==> config.mk <==
export PLATFORM = sky130hd
export DESIGN_NAME = bus_memory_load_verify_sequencer
export DESIGN_NICKNAME = d
export VERILOG_FILES = /design/src/rtl/load_seq_pkg.sv /design/src/rtl/bus_memory_load_verify_sequencer.sv
export VERILOG_INCLUDE_DIRS = /design/src /design/src/rtl
export SDC_FILE = /design/constraint.sdc
export NUM_CORES = 1
export LEC_CHECK = 0
export BUFFER_PORTS_ARGS = -buffer_cell sky130_fd_sc_hd__buf_2
export CORE_MARGIN = 4
export CORE_UTILIZATION = 52
export CTS_CLUSTER_DIAMETER = 80
export DETAILED_ROUTE_END_ITERATION = 10
export HOLD_SLACK_MARGIN = 0.12
export PLACE_DENSITY = 0.77
export SLEW_MARGIN = 20
export SYNTH_ARGS = -nofsm -noshare
export SYNTH_HDL_FRONTEND = slang
export SYNTH_SLANG_ARGS = --single-unit
==> constraint.sdc <==
create_clock -name core_clk -period 2.4 [get_ports core_clk]
set_input_delay 0.48 -clock core_clk [delete_from_list [all_inputs] [get_ports core_clk]]
set_output_delay 0.48 -clock core_clk [all_outputs]
set_load 0.05 [all_outputs]
==> src/rtl/load_seq_map.svh <==
`ifndef LOAD_SEQ_MAP_SVH
`define LOAD_SEQ_MAP_SVH

`define CLK_NS 4
`define RESP_MIN_NS 2000
`define RESP_MAX_NS 10000
`define RESP_CYCLES ((`RESP_MIN_NS + `CLK_NS - 1) / `CLK_NS)
`define RESP_MAX_CYCLES (`RESP_MAX_NS / `CLK_NS)
`define CHK_CYCLES 8'h40

`define REG_CTRL 8'h00
`define REG_STATE 8'h04
`define REG_SUM 8'h08
`define REG_COUNT 8'h0C
`define CTRL_UNIT_BIT 0
`define CTRL_RESET 32'h0000_0000

`define TA_STORES 5'h06
`define TA_SIGCOMP 5'h1E
`define STW_ME_BIT 10
`define STW_WAIT_BIT 9
`define STW_OK_BIT 7
`define STW_BIT3 3

`define MC_STATUS 5'h02
`define MC_BOOT_LOAD 5'h11
`define MC_BOOT_VFY 5'h12
`define SA_MODE0 5'h00
`define SA_MODE1 5'h1F
`define SA_DATA 5'h01
`define SA_HEADER 5'h19
`define SA_TRAILER 5'h1A
`define HDR_WORDS 3'h4

`endif

==> src/rtl/load_seq_pkg.sv <==
package load_seq_pkg;
  typedef enum logic [1:0] {MODE_IDLE, MODE_LOAD, MODE_VERIFY} boot_mode_e;
  typedef enum logic [2:0]
  {
    MSG_OTHER, MSG_STATUS, MSG_BOOTLD, MSG_BOOTVF,
    MSG_HEADER, MSG_DATA, MSG_TRAILER, MSG_VREAD
  } msg_e;
  typedef struct packed
  {
    logic valid;
    logic isCmd;
    logic err;
    logic [15:0] data;
  } rx_word_s;
  typedef struct packed
  {
    logic valid;
    logic isStatus;
    logic [15:0] data;
  } tx_word_s;
endpackage

==> src/rtl/bus_memory_load_verify_sequencer.sv <==
`timescale 1ns/1ps
`include "load_seq_map.svh"

// Operation
// loader commands bootstrap load after enable discrete
// bootstrap entry shown by status without error
// loader retries failed bootstrap twice more
// loader polls status while wait stays set
// bad status after bootstrap means failed entry
// good status then four-word header
// loader polls status after header and data
// loader delays status poll after trailer
// wait held during checksum, then success reported
// loader retries failed record twice, then next
// loader optionally starts execution, then verifies
// verify read answers with data from memory
// loader compares verified record locally
// loader flags no response after 12 usec
// status starts 2 to 10 usec after end
// loader leaves 8 usec before next command
// status layout: address, error, wait, success
// error flag set on fault, cleared after status
// loader retries record or bootstrap on error
// loader reads wait and success only where meaningful
// bit 3 low, bit 0 low too
// answer at terminal address 6 or 1E
// success needs checksum, count and mode
// loader clears retries and idles after abort
module bus_memory_load_verify_sequencer
(
  input wire logic core_clk,
  input wire logic nrst,
  input wire logic ce,
  input wire logic bootEnable,
  input load_seq_pkg::rx_word_s rxIn,
  output load_seq_pkg::tx_word_s txOut,
  input wire logic txReady,
  output logic memWrEn,
  output logic [15:0] memWrData,
  output logic [15:0] memAddr,
  input wire logic [15:0] memRdData,
  input wire logic psel,
  input wire logic penable,
  input wire logic pwrite,
  input wire logic [7:0] paddr,
  input wire logic [31:0] pwdata,
  output logic [31:0] prdata,
  output logic pready,
  output logic pslverr
);
  load_seq_pkg::boot_mode_e mode;
  load_seq_pkg::msg_e curMsg;
  logic unitSel, msgErr, success, respBusy;
  logic [11:0] respCnt;
  logic [7:0] chkCnt;
  logic [5:0] wordsLeft, txLeft, cmdCount;
  logic [2:0] wordIdx;
  logic [15:0] calcSum, rxSum, recordsOk;
  logic [12:0] expCount, dataCount;

  // command decode
  wire [4:0] ownTa = unitSel ? `TA_SIGCOMP : `TA_STORES;
  wire [4:0] cmdSa = rxIn.data[9:5];
  wire [4:0] cmdWc = rxIn.data[4:0];
  wire cmdTr = rxIn.data[10];
  wire isCmdWord = rxIn.valid && rxIn.isCmd;
  wire cmdHit = isCmdWord && rxIn.data[15:11] == ownTa;
  wire isMode = cmdSa == `SA_MODE0 || cmdSa == `SA_MODE1;
  wire noDataCmd = cmdTr || isMode;
  wire dataHit = rxIn.valid && !rxIn.isCmd && wordsLeft != 6'h00;
  wire lastData = dataHit && wordsLeft == 6'h01;
  wire respStart = (cmdHit && noDataCmd) || lastData;
  wire txBusy = txOut.valid;
  // a new command on the bus drops any status still owed
  wire suppress = isCmdWord && (respBusy || txBusy);
  wire txTaken = txOut.valid && txReady;
  wire statusDone = txTaken && txOut.isStatus;
  wire waitFlag = chkCnt != 8'h00;
  wire chkLast = chkCnt == 8'h01;
  wire [5:0] wcFull = {cmdWc == 5'h00, cmdWc};
  wire sendVerify = curMsg == load_seq_pkg::MSG_VREAD
    && mode == load_seq_pkg::MODE_VERIFY;
  wire respFire = respBusy && respCnt == 12'(`RESP_CYCLES - 1);

  load_seq_pkg::msg_e cmdKind;
  assign cmdKind =
    (isMode && cmdTr && cmdWc == `MC_STATUS) ? load_seq_pkg::MSG_STATUS :
    (isMode && cmdTr && cmdWc == `MC_BOOT_LOAD) ? load_seq_pkg::MSG_BOOTLD :
    (isMode && cmdTr && cmdWc == `MC_BOOT_VFY) ? load_seq_pkg::MSG_BOOTVF :
    (!cmdTr && cmdSa == `SA_HEADER) ? load_seq_pkg::MSG_HEADER :
    (!cmdTr && cmdSa == `SA_DATA) ? load_seq_pkg::MSG_DATA :
    (!cmdTr && cmdSa == `SA_TRAILER) ? load_seq_pkg::MSG_TRAILER :
    (cmdTr && cmdSa == `SA_DATA) ? load_seq_pkg::MSG_VREAD :
    load_seq_pkg::MSG_OTHER;

  logic [15:0] statusWord;
  always_comb
  begin
    statusWord = 16'h0000;
    statusWord[15:11] = ownTa;
    statusWord[`STW_ME_BIT] = msgErr;
    statusWord[`STW_WAIT_BIT] = waitFlag;
    statusWord[`STW_OK_BIT] = success;
  end

  // message framing
  always_ff @(posedge core_clk or negedge nrst)
  begin
    if (!nrst)
    begin
      curMsg <= load_seq_pkg::MSG_OTHER;
      wordsLeft <= 6'h00;
      wordIdx <= 3'h0;
      cmdCount <= 6'h00;
    end
    else if (ce)
    begin
      if (cmdHit)
      begin
        curMsg <= cmdKind;
        wordsLeft <= noDataCmd ? 6'h00 : wcFull;
        // the bus has moved on by the time the reply is due
        cmdCount <= wcFull;
        wordIdx <= 3'h0;
      end
      else if (isCmdWord)
        wordsLeft <= 6'h00;
      else if (dataHit)
      begin
        wordsLeft <= wordsLeft - 6'h01;
        wordIdx <= (wordIdx == 3'h7) ? wordIdx : wordIdx + 3'h1;
      end
    end
  end

  // error flag: a fault in the current message wins over the clear
  always_ff @(posedge core_clk or negedge nrst)
  begin
    if (!nrst)
      msgErr <= 1'b0;
    else if (ce)
    begin
      if (cmdHit)
        msgErr <= rxIn.err;
      else if (dataHit && rxIn.err)
        msgErr <= 1'b1;
      else if (statusDone || suppress)
        msgErr <= 1'b0;
    end
  end

  // bootstrap mode entry
  always_ff @(posedge core_clk or negedge nrst)
  begin
    if (!nrst)
      mode <= load_seq_pkg::MODE_IDLE;
    else if (ce && cmdHit && !rxIn.err)
    begin
      if (cmdKind == load_seq_pkg::MSG_BOOTLD)
        mode <= bootEnable ? load_seq_pkg::MODE_LOAD
          : load_seq_pkg::MODE_IDLE;
      else if (cmdKind == load_seq_pkg::MSG_BOOTVF)
        mode <= bootEnable ? load_seq_pkg::MODE_VERIFY
          : load_seq_pkg::MODE_IDLE;
    end
  end

  // record accumulation: checksum covers header words, data words and the first trailer word; the second trailer word is the sum
  always_ff @(posedge core_clk or negedge nrst)
  begin
    if (!nrst)
    begin
      calcSum <= 16'h0000;
      rxSum <= 16'h0000;
      expCount <= 13'h0000;
      dataCount <= 13'h0000;
    end
    else if (ce && dataHit)
    begin
      if (curMsg == load_seq_pkg::MSG_HEADER)
      begin
        calcSum <= (wordIdx == 3'h0) ? rxIn.data : calcSum + rxIn.data;
        if (wordIdx == 3'h0)
        begin
          dataCount <= 13'h0000;
          // zero count means 1024 words unless no transfer
          expCount <= (rxIn.data[15:14] == 2'b00) ? 13'h0000 :
            (rxIn.data[11:0] == 12'h000) ? 13'h0400 : {1'b0, rxIn.data[11:0]};
        end
      end
      else if (curMsg == load_seq_pkg::MSG_DATA)
      begin
        calcSum <= calcSum + rxIn.data;
        dataCount <= dataCount + 13'h0001;
      end
      else if (curMsg == load_seq_pkg::MSG_TRAILER)
      begin
        if (wordIdx == 3'h0)
          calcSum <= calcSum + rxIn.data;
        else if (wordIdx == 3'h1)
          rxSum <= rxIn.data;
      end
    end
  end

  // checksum compare: wait holds until the verdict is ready
  always_ff @(posedge core_clk or negedge nrst)
  begin
    if (!nrst)
    begin
      chkCnt <= 8'h00;
      success <= 1'b0;
      recordsOk <= 16'h0000;
    end
    else if (ce)
    begin
      if (lastData && curMsg == load_seq_pkg::MSG_TRAILER)
        chkCnt <= `CHK_CYCLES;
      else if (waitFlag)
        chkCnt <= chkCnt - 8'h01;
      // a verdict wins over a header arriving in the same cycle
      if (chkLast)
      begin
        success <= calcSum == rxSum && dataCount == expCount
          && mode != load_seq_pkg::MODE_IDLE; // see
        if (calcSum == rxSum && dataCount == expCount
          && mode != load_seq_pkg::MODE_IDLE)
          recordsOk <= recordsOk + 16'h0001;
      end
      else if (cmdHit && cmdKind == load_seq_pkg::MSG_HEADER)
        success <= 1'b0;
    end
  end

  // memory writes on load, reads on verify share one address pointer
  always_ff @(posedge core_clk or negedge nrst)
  begin
    if (!nrst)
    begin
      memWrEn <= 1'b0;
      memWrData <= 16'h0000;
      memAddr <= 16'h0000;
    end
    else if (ce)
    begin
      memWrEn <= dataHit && curMsg == load_seq_pkg::MSG_DATA
        && mode == load_seq_pkg::MODE_LOAD;
      memWrData <= rxIn.data;
      if (dataHit && curMsg == load_seq_pkg::MSG_HEADER && wordIdx == 3'h1)
        memAddr <= rxIn.data;
      else if (memWrEn)
        memAddr <= memAddr + 16'h0001;
      else if (txTaken && (txOut.isStatus ? sendVerify : txLeft != 6'h00))
        memAddr <= memAddr + 16'h0001;
    end
  end

  // response timer and transmit holding word
  always_ff @(posedge core_clk or negedge nrst)
  begin
    if (!nrst)
    begin
      respBusy <= 1'b0;
      respCnt <= 12'h000;
      txOut <= '0;
      txLeft <= 6'h00;
    end
    else if (ce)
    begin
      // an addressed mode or transmit command, or the last data word of a receive, restarts the timer for its reply
      if (respStart)
      begin
        respBusy <= 1'b1;
        respCnt <= 12'h000;
      end
      else if (suppress || respFire)
        respBusy <= 1'b0;
      else if (respBusy)
        respCnt <= respCnt + 12'h001;
      if (suppress)
        txOut.valid <= 1'b0;
      else if (respFire)
      begin
        txOut <= {1'b1, 1'b1, statusWord}; // see
        txLeft <= sendVerify ? cmdCount : 6'h00;
      end
      else if (txTaken && (txOut.isStatus ? sendVerify : txLeft != 6'h00))
      begin
        txOut <= {1'b1, 1'b0, memRdData};
        txLeft <= txLeft - 6'h01;
      end
      else if (txTaken)
        txOut.valid <= 1'b0;
    end
  end

  // register bus slave: one wait state, answer on the second access cycle
  wire apbAccess = psel && penable && pready;
  wire selCtrl = paddr == `REG_CTRL;
  wire selState = paddr == `REG_STATE;
  wire selSum = paddr == `REG_SUM;
  wire selCount = paddr == `REG_COUNT;
  wire mapped = selCtrl || selState || selSum || selCount;
  wire [31:0] readMux =
    selCtrl ? {31'h0, unitSel} :
    selState ? {26'h0, mode, waitFlag, success, msgErr, bootEnable} :
    selSum ? {rxSum, calcSum} :
    selCount ? {16'h0, recordsOk} : 32'h0000_0000;

  always_ff @(posedge core_clk or negedge nrst)
  begin
    if (!nrst)
    begin
      pready <= 1'b0;
      pslverr <= 1'b0;
      prdata <= 32'h0000_0000;
      unitSel <= 1'(`CTRL_RESET);
    end
    else if (ce)
    begin
      pready <= psel && penable && !pready;
      pslverr <= psel && penable && !pready && !mapped;
      prdata <= readMux;
      if (apbAccess && pwrite && selCtrl)
        unitSel <= pwdata[`CTRL_UNIT_BIT];
    end
  end

  logic [12:0] gap;
  always_ff @(posedge core_clk or negedge nrst)
  begin
    if (!nrst)
      gap <= 13'h0000;
    else if (ce)
      gap <= respStart ? 13'h0000 : (gap == 13'h1FFF ? gap : gap + 13'h0001);
  end
endmodule

==> results.cfg, run 1 <==
[global_routing]
grt_start_max_net_pins = 62
antenna_found_initial = 0
track_usage_pct = 26.1
grt_first_pass_wirelength_um = 50200
grt_pass1_vias = 9487
grt_overflow = 0

[cts]
cts.sinks = 208
cts_buffer_depth = 3
htree_levels = 1
cts_buffers = 22
cts_root_buf = clkbuf_16
clk_pin_slew_ns = 0.07
cts_tree = yes
clk_latency_ns = 0.51

[detailed_routing]
num_vias = 9930
postRouteAntennaNets = 0
wl_per_cell_um = 19.2
viasPerCell = 5.94
drcViolationCount = 0
wl_um = 32100
drtPass1Iterations = 5
drt-initial-drc-count = 841

[finish]
syn_to_final_growth_pct = 24.9
layout_commonest_cell = dfrtp_1
antenna-diode-count = 0
fill_cells = 1589
stdcell_count = 1673
layout_common_cells = dfrtp_1, nand2_1, buf_2, buf_4, nor2_1
drive_gt1_share_pct = 26.5
fin_nets = 1505

[power_and_ir_drop]
p_leak_nw = 6.73
p_per_area_mw_per_mm2 = 680
peakVddDrop_v = 0.000598
totalPowerFinal_w = 0.00931

[synthesis]
async_flop_share_pct = 100
synth-seq-cells = 208
ys_warn_count = 0
synthDistinctLibCells = 66
syn-cell-area_mm2 = 0.0110
syn_area_per_cell_um2 = 9.41
ys_seq_area_share_pct = 47.5
synthCells = 1164
synth_edf_count = 0
mappedNetlistNets = 1279
synthFlopType = dfrtp_1

[placed_design]
portBuffers = 136
gp_congestion = 0.927
dpl.cell_count = 1632
place_hpwl_um = 22900

[sta]
fmax_ghz = 0.421
hold_viol = 0
finalCriticalPeriod_ns = 2.38
tightest_slew_ns = 0.536
slew_headroom_pct = 64.3
skew_ns = 0.0144
rsz0062_at_grt = yes
period_share_pct = 99.0
fin_setup_tns_ns = 0
setup_viol = 0
slew_viol_final = 0
timing.hold.ws_ns = 0.198

[worst_setup_path]
worstSetupStartpointType = flip-flop
required_ns = 2.79
critPathBufInv = 0
crit_path_end_kind = flip-flop
cp.arrival_ns = 2.77
cp_slowest_cell = dfrtp_1
cpMostUsedCell = nand4_1
path_delay_family = simple AND/OR/NAND/NOR gates
critical_path_class = flip-flop to flip-flop
max_stage_delay_ns = 0.46
worstPathMaxFanout = 6
path_cells = xor2_1 > nor4_1 > nand4_1 > nor4_4 > and3_4 > nand4_1 > xnor2_1

[run_status]
status = finished clean

[floorplan]
core.rowCount = 52
die_w_um = 153
io_pins = 168
initial_core_util_pct = 53.5
coreArea_mm2 = 0.0205
die_h_um = 153
die_area_mm2 = 0.0235

[min_path]
hold_class = input pin to flip-flop

[flow_run]
maxCapViolCount = 0
-- synthesized netlist by cell type, drive strengths merged (4+ instances only) --
cell type | number | area (um2)
ha | 31 | 388
o31ai | 9 | 67.6
and3 | 27 | 169
clkbuf | 53 | 199
nor4b | 4 | 56.3
a22o | 19 | 166
a32oi | 4 | 35.0
and2 | 7 | 43.8
a22oi | 19 | 143
a31oi | 27 | 169
dfrtp | 208 | 5200
nand2b | 8 | 50.1
and4 | 4 | 35.0
o22a | 11 | 96.3
nor2 | 94 | 353
a21oi | 51 | 259
o21ai | 86 | 430
nor4 | 12 | 90.1
nor3 | 28 | 140
nor3b | 4 | 30.0
xnor2 | 32 | 280
o2bb2ai | 7 | 61.3
inv | 38 | 143
mux2 | 40 | 450
xor2 | 36 | 315
nand4 | 15 | 93.8
o21a | 4 | 30.0
a21o | 6 | 45.0
or4 | 6 | 45.0
or3 | 8 | 50.1
nand3 | 51 | 260
nor2b | 9 | 56.3
buf | 7 | 38.8
nand2 | 158 | 593
-- worst reg2reg max path, delay by kind of cell (launching register included) --
kind | cells | cell delay [ns]
xor+xnor | 2 | 0.37
flops | 1 | 0.46
simple gates | 5 | 1.42
-- per-layer routing --
layer  GRT usage (%)  wire length, um  vias up
li1                -                -     4601
met1            36.8            13400     4784
met2            41.8            14700      464
met3            4.81             2930       81
met4            7.38              996        0
met5               0                0        -
-- cells by family (layout without fill, tap and decap cells) --
logic type / after synthesis / in the layout / synth area share [%]
adder cells (fa/ha/maj): 32 / 32 / 3.72
multiplexers: 44 / 44 / 4.59
AO/OA/AOI/OAI: 270 / 270 / 15.7
flip-flops: 208 / 208 / 47.5
XOR/XNOR: 68 / 68 / 5.44
AND/OR/NAND/NOR: 444 / 444 / 19.5
buffers and inverters: 98 / 337 / 3.47
-- final cells by class --
| class | instances | area (um2) | area share [%] |
|---|---|---|---|
| inverters | 38 | 143 | 1.04 |
| well taps | 270 | 338 | 2.47 |
| multi-input cells | 858 | 5540 | 40.5 |
| flip-flops and latches | 208 | 5210 | 38.0 |
| clock inverters | 7 | 65.1 | 0.475 |
| clock buffers | 30 | 652 | 4.76 |
| repair buffers | 262 | 1750 | 12.8 |
-- repair_timing --
action	CTS	global route
buffers inserted	1	2
hold buffers	1	0
gates resized for setup	5	35
endpoints found under the setup margin	18	39
pin swaps	3	8
hold endpoints to repair	56	0
-- power by group --
part           internal [W]  switching, W
Clock               0.00200       0.00141
Sequential          0.00377      0.000248
Combinational      0.000741       0.00114
-- state kept, by name, summed over array words and instances, names as in the netlist, 2 cells and up --
register   flops
calcSum       16
chkCnt         8
cmdCount       6
curMsg         3
dataCount     13
expCount      12
memAddr       16
memWrData     16
mode           2
prdata        32
recordsOk     16
respCnt       12
rxSum         16
txLeft         6
txOut         17
wordIdx        3
wordsLeft      6
-- final timing paths --
path	start	endpoint	slack, ns	cells past startpoint
min in group asynchronous	nrst	respCnt[11]	0.53	2
max in group asynchronous	nrst	prdata[17]	1.22	3
max	calcSum[1]	recordsOk[15]	0.02	7
max reg2reg	calcSum[1]	recordsOk[15]	0.02	7
min	memRdData[4]	txOut[4]	0.20	3
min reg2reg	txOut[3]	txOut[3]	0.46	2
-- metrics by stage --
step                      cell area [um2]  worst slack (ns)  util [%]
final                               13700            0.0239      66.8
after global routing                13700           -0.0571      66.8
after CTS                           13500           0.00801      66.0
after detailed placement            12800            -0.222      62.4
after global placement              12800            -0.136      62.4
after floorplan                     11000            0.0221         -
Power figures use the tool's default switching activity.
==> inputs of run 2 (changes only) <==
--- a/config.mk
+++ b/config.mk
@@ -7,6 +7,7 @@
 export NUM_CORES = 1
 export LEC_CHECK = 0
 export BUFFER_PORTS_ARGS = -buffer_cell sky130_fd_sc_hd__buf_2
+export CORE_ASPECT_RATIO = 1.75
 export CORE_MARGIN = 4
 export CORE_UTILIZATION = 52
 export CTS_CLUSTER_DIAMETER = 80
==> run 2 against run 1 <==
The flow now finishes with violations (negative setup slack). Sequential share of layout area grew 0.46 points. Die area grew 0.39%. Non-clock buffer count shrank 3. Via count shrank 0.61%. Worst setup slack lost 0.056 ns. Sequential cell count is the same. Cell area shrank 1.2%. Fmax shrank 2.3%. Register-to-register slack lost 0.06 ns. Largest cell class unchanged. Highest routed layer unchanged.
==> results.cfg, run 2 (synthesis results as in run 1) <==
[sta]
fin_setup_tns_ns = -0.0564
tightest_slew_ns = 0.602
fin_ws_ns = -0.0325
slew_headroom_pct = 59.9
setup_viol = 4
finalCriticalPeriod_ns = 2.43
fmax_ghz = 0.411
hold_viol = 0
period_share_pct = 101
slew_viol_final = 0
skew_ns = 0.00676
rsz0062_at_grt = yes

[detailed_routing]
drtPass1Iterations = 7
viasPerCell = 5.98
postRouteAntennaNets = 0
wl_um = 31700
num_vias = 9869
drcViolationCount = 0
wl_per_cell_um = 19.2
drt-initial-drc-count = 601

[cts]
cts_root_buf = clkbuf_16
cts_tree = yes
cts.sinks = 208
cts_buffer_depth = 3
htree_levels = 1
clk_latency_ns = 0.50
clk_pin_slew_ns = 0.06
cts_buffers = 21

[floorplan]
initial_core_util_pct = 52.6
io_pins = 168
core.rowCount = 70
die_w_um = 118
die_h_um = 200
die_area_mm2 = 0.0235
coreArea_mm2 = 0.0208

[min_path]
hp-start = memRdData[2]
hold_class = input pin to flip-flop

[finish]
fin_nets = 1501
top_register = prdata
stdcell_count = 1651
syn_to_final_growth_pct = 23.4
layout_common_cells = dfrtp_1, nand2_1, buf_2, buf_4, nor2_1
drive_gt1_share_pct = 25.5
layout_commonest_cell = dfrtp_1
largest_register_ffs = 32
reg_top3 = prdata: 32 flops, txOut: 17 flops
antenna-diode-count = 0

[global_routing]
grt_overflow = 0
track_usage_pct = 26.8
antenna_found_initial = 0
grt_start_max_net_pins = 62
grt_pass1_vias = 9936
grt_first_pass_wirelength_um = 51300

[worst_setup_path]
required_ns = 2.81
cp.arrival_ns = 2.85
worstPathMaxFanout = 5
critical_path_class = flip-flop to flip-flop
cp-startpoint = chkCnt[3]
crit_path_end_kind = flip-flop
worstSetupStartpointType = flip-flop
r2r-start = chkCnt[3]

[placed_design]
place_hpwl_um = 23200
gp_congestion = 0.972
portBuffers = 136
dpl.cell_count = 1611

[flow_run]
maxCapViolCount = 0

[run_status]
status = complete, but fails checks
violations = negative setup slack

[power_and_ir_drop]
p_leak_nw = 6.70
p_per_area_mw_per_mm2 = 673
peakVddDrop_v = 0.000563
[run 2: cell types whose count changed in the layout (fill, tap and decap cells not counted), moves of 3 or more]
cell	before	now
nor2_4	5	2
clkbuf_8	6	3
clkbuf_1	2	5
nor2_2	0	3
buf_4	115	112
[run 2: through the flow]
stage | area [um2] | setup slack, ns | util (%) | total power (W) | hold slack (ns)
finish | 13500 | -0.0325 | 64.9 | 0.00910 | 0.208
global route | 13500 | -0.143 | 64.9 | 0.00955 | 0.215
CTS | 13400 | 0.00838 | 64.4 | 0.00911 | 0.194
detailed placement | 12700 | -0.123 | 61.1 | 0.00587 | 0.451
global placement | 12700 | -0.0957 | 61.1 | 0.00582 | 0.445
floorplan | 11000 | 0.0221 | - | 0.00516 | 0.184
[run 2: final timing paths]
kind,to,slack [ns],cells past startpoint
max in group asynchronous,memAddr[7],1.18,3
setup / recovery,recordsOk[12],-0.03,8
setup reg to reg,recordsOk[12],-0.03,8
hold / removal,txOut[2],0.21,3
hold reg to reg,txOut[2],0.46,2
min in group asynchronous,txOut[11],0.52,2
[run 2: area by class of cell]
class	instances	area [um2]
timing repair buffer	259	1720
clock buffer	28	572
tap	252	315
sequential	208	5200
multi-input combinational	858	5470
clock inverter	8	90.1
inverter	38	143
fill	1717	7320
[run 2: metal layers]
metal / share of wire (%) / vias up / track usage, % / routed length (um)
met4: 5.4 / 0 / 13.9 / 1700
met2: 51 / 361 / 47.5 / 16000
met1: 38 / 4827 / 31.9 / 12100
li1: - / 4582 / - / -
met3: 5.6 / 99 / 3.64 / 1770
met5: 0 / - / 0 / 0
[run 2: power breakdown]
part	total [W]	switching, W	internal, W
logic	0.00188	0.00114	0.000732
registers	0.00401	0.000239	0.00377
clock network	0.00322	0.00134	0.00188
[run 2: critical path, cell delays in order (launching register included)]
cell     delay [ns]
dfrtp_1        0.38
or4_4          0.57
nor4b_4        0.37
nand3_2        0.13
nor4_4         0.30
nand4_1        0.16
buf_6          0.17
nor2_2         0.10
xor2_1         0.16
[run 2: what timing repair did]
| action | in CTS | in global routing |
|---|---|---|
| pin swaps | 1 | 12 |
| endpoints found under the hold margin | 50 | 0 |
| gates resized for setup | 1 | 24 |
| setup buffers | 1 | 2 |
| hold buffers | 1 | 0 |
| setup endpoints to repair | 11 | 27 |
==> inputs of run 3 (changes only) <==
--- a/config.mk
+++ b/config.mk
@@ -9,11 +9,12 @@
 export BUFFER_PORTS_ARGS = -buffer_cell sky130_fd_sc_hd__buf_2
 export CORE_ASPECT_RATIO = 1.75
 export CORE_MARGIN = 4
-export CORE_UTILIZATION = 52
+export CORE_UTILIZATION = 55
 export CTS_CLUSTER_DIAMETER = 80
 export DETAILED_ROUTE_END_ITERATION = 10
 export HOLD_SLACK_MARGIN = 0.12
-export PLACE_DENSITY = 0.77
+export PLACE_DENSITY = 0.78
+export RECOVER_POWER = 50
 export SLEW_MARGIN = 20
 export SYNTH_ARGS = -nofsm -noshare
 export SYNTH_HDL_FRONTEND = slang
==> constraint.sdc (replaced) <==
create_clock -name core_clk -period 2.8 [get_ports core_clk]
set_input_delay 0.56 -clock core_clk [delete_from_list [all_inputs] [get_ports core_clk]]
set_output_delay 0.56 -clock core_clk [all_outputs]
set_load 0.05 [all_outputs]
==> run 3 against run 2 <==
The flow finishes with violations (max-capacitance violations, max-slew violations). Combinational power shrank 26%. Clock skew is essentially flat. Hold slack improved by 0.069 ns. Clock power is 17% lower. Sequential cell count stayed put. Critical path depth fell by 1. Sequential power is 13% lower. Final cell count shrank 4.4%. Wire length down 2.9%. Via count fell by 2.8%. Worst setup slack improved by 0.21 ns. Non-clock buffer count shrank 66. Critical path type is now input pin to flip-flop. Largest power group unchanged.
==> results.cfg, run 3 (synthesis results as in run 1) <==
[run_status]
violations = max-capacitance violations, max-slew violations
status = complete, but fails checks

[global_routing]
grt_overflow = 0
grt_start_max_net_pins = 72
use_met1_pct = 34.5
met3_usage_pct = 3.77
grt_pass1_vias = 9689
antenna_found_initial = 0
track_usage_pct = 27.7
grt.busiest_layer = met2
grt_first_pass_wirelength_um = 50000
grt_use_met2_pct = 47.5

[power_and_ir_drop]
p_leak_nw = 6.22
peakVddDrop_v = 0.000532
combinationalPowerShare_pct = 18.6
pwr-share-clk_pct = 35.5
power.switching_w = 0.00233
internal_power_w = 0.00522
p_per_area_mw_per_mm2 = 590
swShare_pct = 30.9
pwr-share-seq_pct = 46.0

[floorplan]
die_area_mm2 = 0.0223
initial_core_util_pct = 55.7
core.rowCount = 68
die_h_um = 195
die_w_um = 115
coreArea_mm2 = 0.0197
io_pins = 168

[finish]
syn_to_final_growth_pct = 16.7
multi_input_area_mm2 = 0.00539
layout_commonest_cell = dfrtp_1
reg_top3 = prdata: 32 flops, txOut: 17 flops
fin_nets = 1435
largest_register_ffs = 32
seqCellArea_mm2 = 0.00520
top_register = prdata
antenna-diode-count = 0
fill_cells = 1582
drive_gt1_share_pct = 19.1
stdcell_area_mm2 = 0.0128
postLayoutCoreUtil_pct = 65.0
layout_common_cells = dfrtp_1, nand2_1, buf_2, nor2_1, o21ai_0

[sta]
hold_viol = 0
tightest_slew_ns = 1.76
rsz0062_at_grt = no
fin_setup_tns_ns = 0
period_share_pct = 93.8
slew_headroom_pct = -17.2
fmax_ghz = 0.381
finalCriticalPeriod_ns = 2.63
setup_viol = 0
slew_viol_final = 72
skew_ns = 0.00723

[worst_setup_path]
crit_path_end_kind = flip-flop
critical_path_class = input pin to flip-flop
worstPathMaxFanout = 32
cp.arrival_ns = 3.02
worstSetupStartpointType = input pin
required_ns = 3.20

[placed_design]
gp_congestion = 0.900
portBuffers = 136
dpl-instance-area_mm2 = 0.0122
place_hpwl_um = 22400

[detailed_routing]
num_vias = 9589
viasPerCell = 6.07
postRouteAntennaNets = 0
drtPass1Iterations = 5
drt-initial-drc-count = 639
wl_per_cell_um = 19.5
drcViolationCount = 0
wl_um = 30800

[cts]
cts_tree = yes
cts_buffer_depth = 3
htree_levels = 1
cts_root_buf = clkbuf_16
clk_pin_slew_ns = 0.06
cts.sinks = 208
cts_buffers = 21
clk_latency_ns = 0.50
ctsResizeCount = 0

[min_path]
hold_class = input pin to flip-flop

[flow_run]
maxCapViolCount = 1
==> run 3: changes by cell type in the layout (fill, tap and decap cells not counted), moves of 3 or more <==
cell	change
buf_4	-63
buf_2	-20
clkbuf_1	+20
buf_12	-7
nor2_1	+5
nor2_2	-3
==> run 3: worst max-delay path, stage by stage <==
cell	delay, ns
clkbuf_1	0.31
buf_4	0.44
clkbuf_1	0.83
nand4_1	0.34
nor3_1	0.32
xnor2_1	0.15
nor2_1	0.05
==> run 3: through the flow <==
step / total power (W) / std cells / hold WS, ns / setup slack, ns
floorplan: 0.00442 / 1164 / 0.264 / 0.281
global placement: 0.00487 / 1540 / 0.446 / 0.111
detailed placement: 0.00492 / 1540 / 0.450 / 0.0713
CTS: 0.00759 / 1578 / 0.264 / 0.0741
global route: 0.00789 / 1579 / 0.281 / 0.0315
finish: 0.00755 / 1579 / 0.278 / 0.174
==> run 3: timing repair <==
item	in CTS	in global routing
hold buffers	1	0
endpoints found under the setup margin	0	4
hold endpoints to repair	67	0
buffers inserted	0	1
==> run 3: area by class of cell <==
class,instances,area share (%)
sequential,208,40.7
multi-input combinational,858,42.1
inverter,38,1.12
timing repair buffer,193,8.57
clock buffer,28,4.63
clock inverter,9,0.450
tap,245,2.40
==> run 3: power by group through the flow <==
stage | Clock (W) | Sequential, W | Combinational (W)
2_1_floorplan | 0 | 0.00367 | 0.000749
3_3_place_gp | 0 | 0.00350 | 0.00137
3_5_place_dp | 0 | 0.00351 | 0.00140
4_1_cts | 0.00272 | 0.00346 | 0.00142
5_1_grt | 0.00286 | 0.00349 | 0.00154
6_report | 0.00268 | 0.00347 | 0.00140
==> run 3: worst paths after layout <==
kind	startpoint	to	slack [ns]	cells past startpoint
setup / recovery	ce	respCnt[10]	0.17	7
hold / removal	memRdData[0]	txOut[0]	0.28	3
setup reg to reg	chkCnt[4]	recordsOk[15]	0.18	7
hold reg to reg	txOut[0]	txOut[0]	0.46	2
max in group asynchronous	nrst	chkCnt[3]	0.43	3
min in group asynchronous	nrst	prdata[8]	1.07	2
==> run 3: routing by layer <==
metal / vias to the layer above / wire length [um]
li1: 4462 / -
met2: 371 / 15300
met3: 89 / 2030
met4: 0 / 1400
met5: - / 0
met1: 4667 / 12000
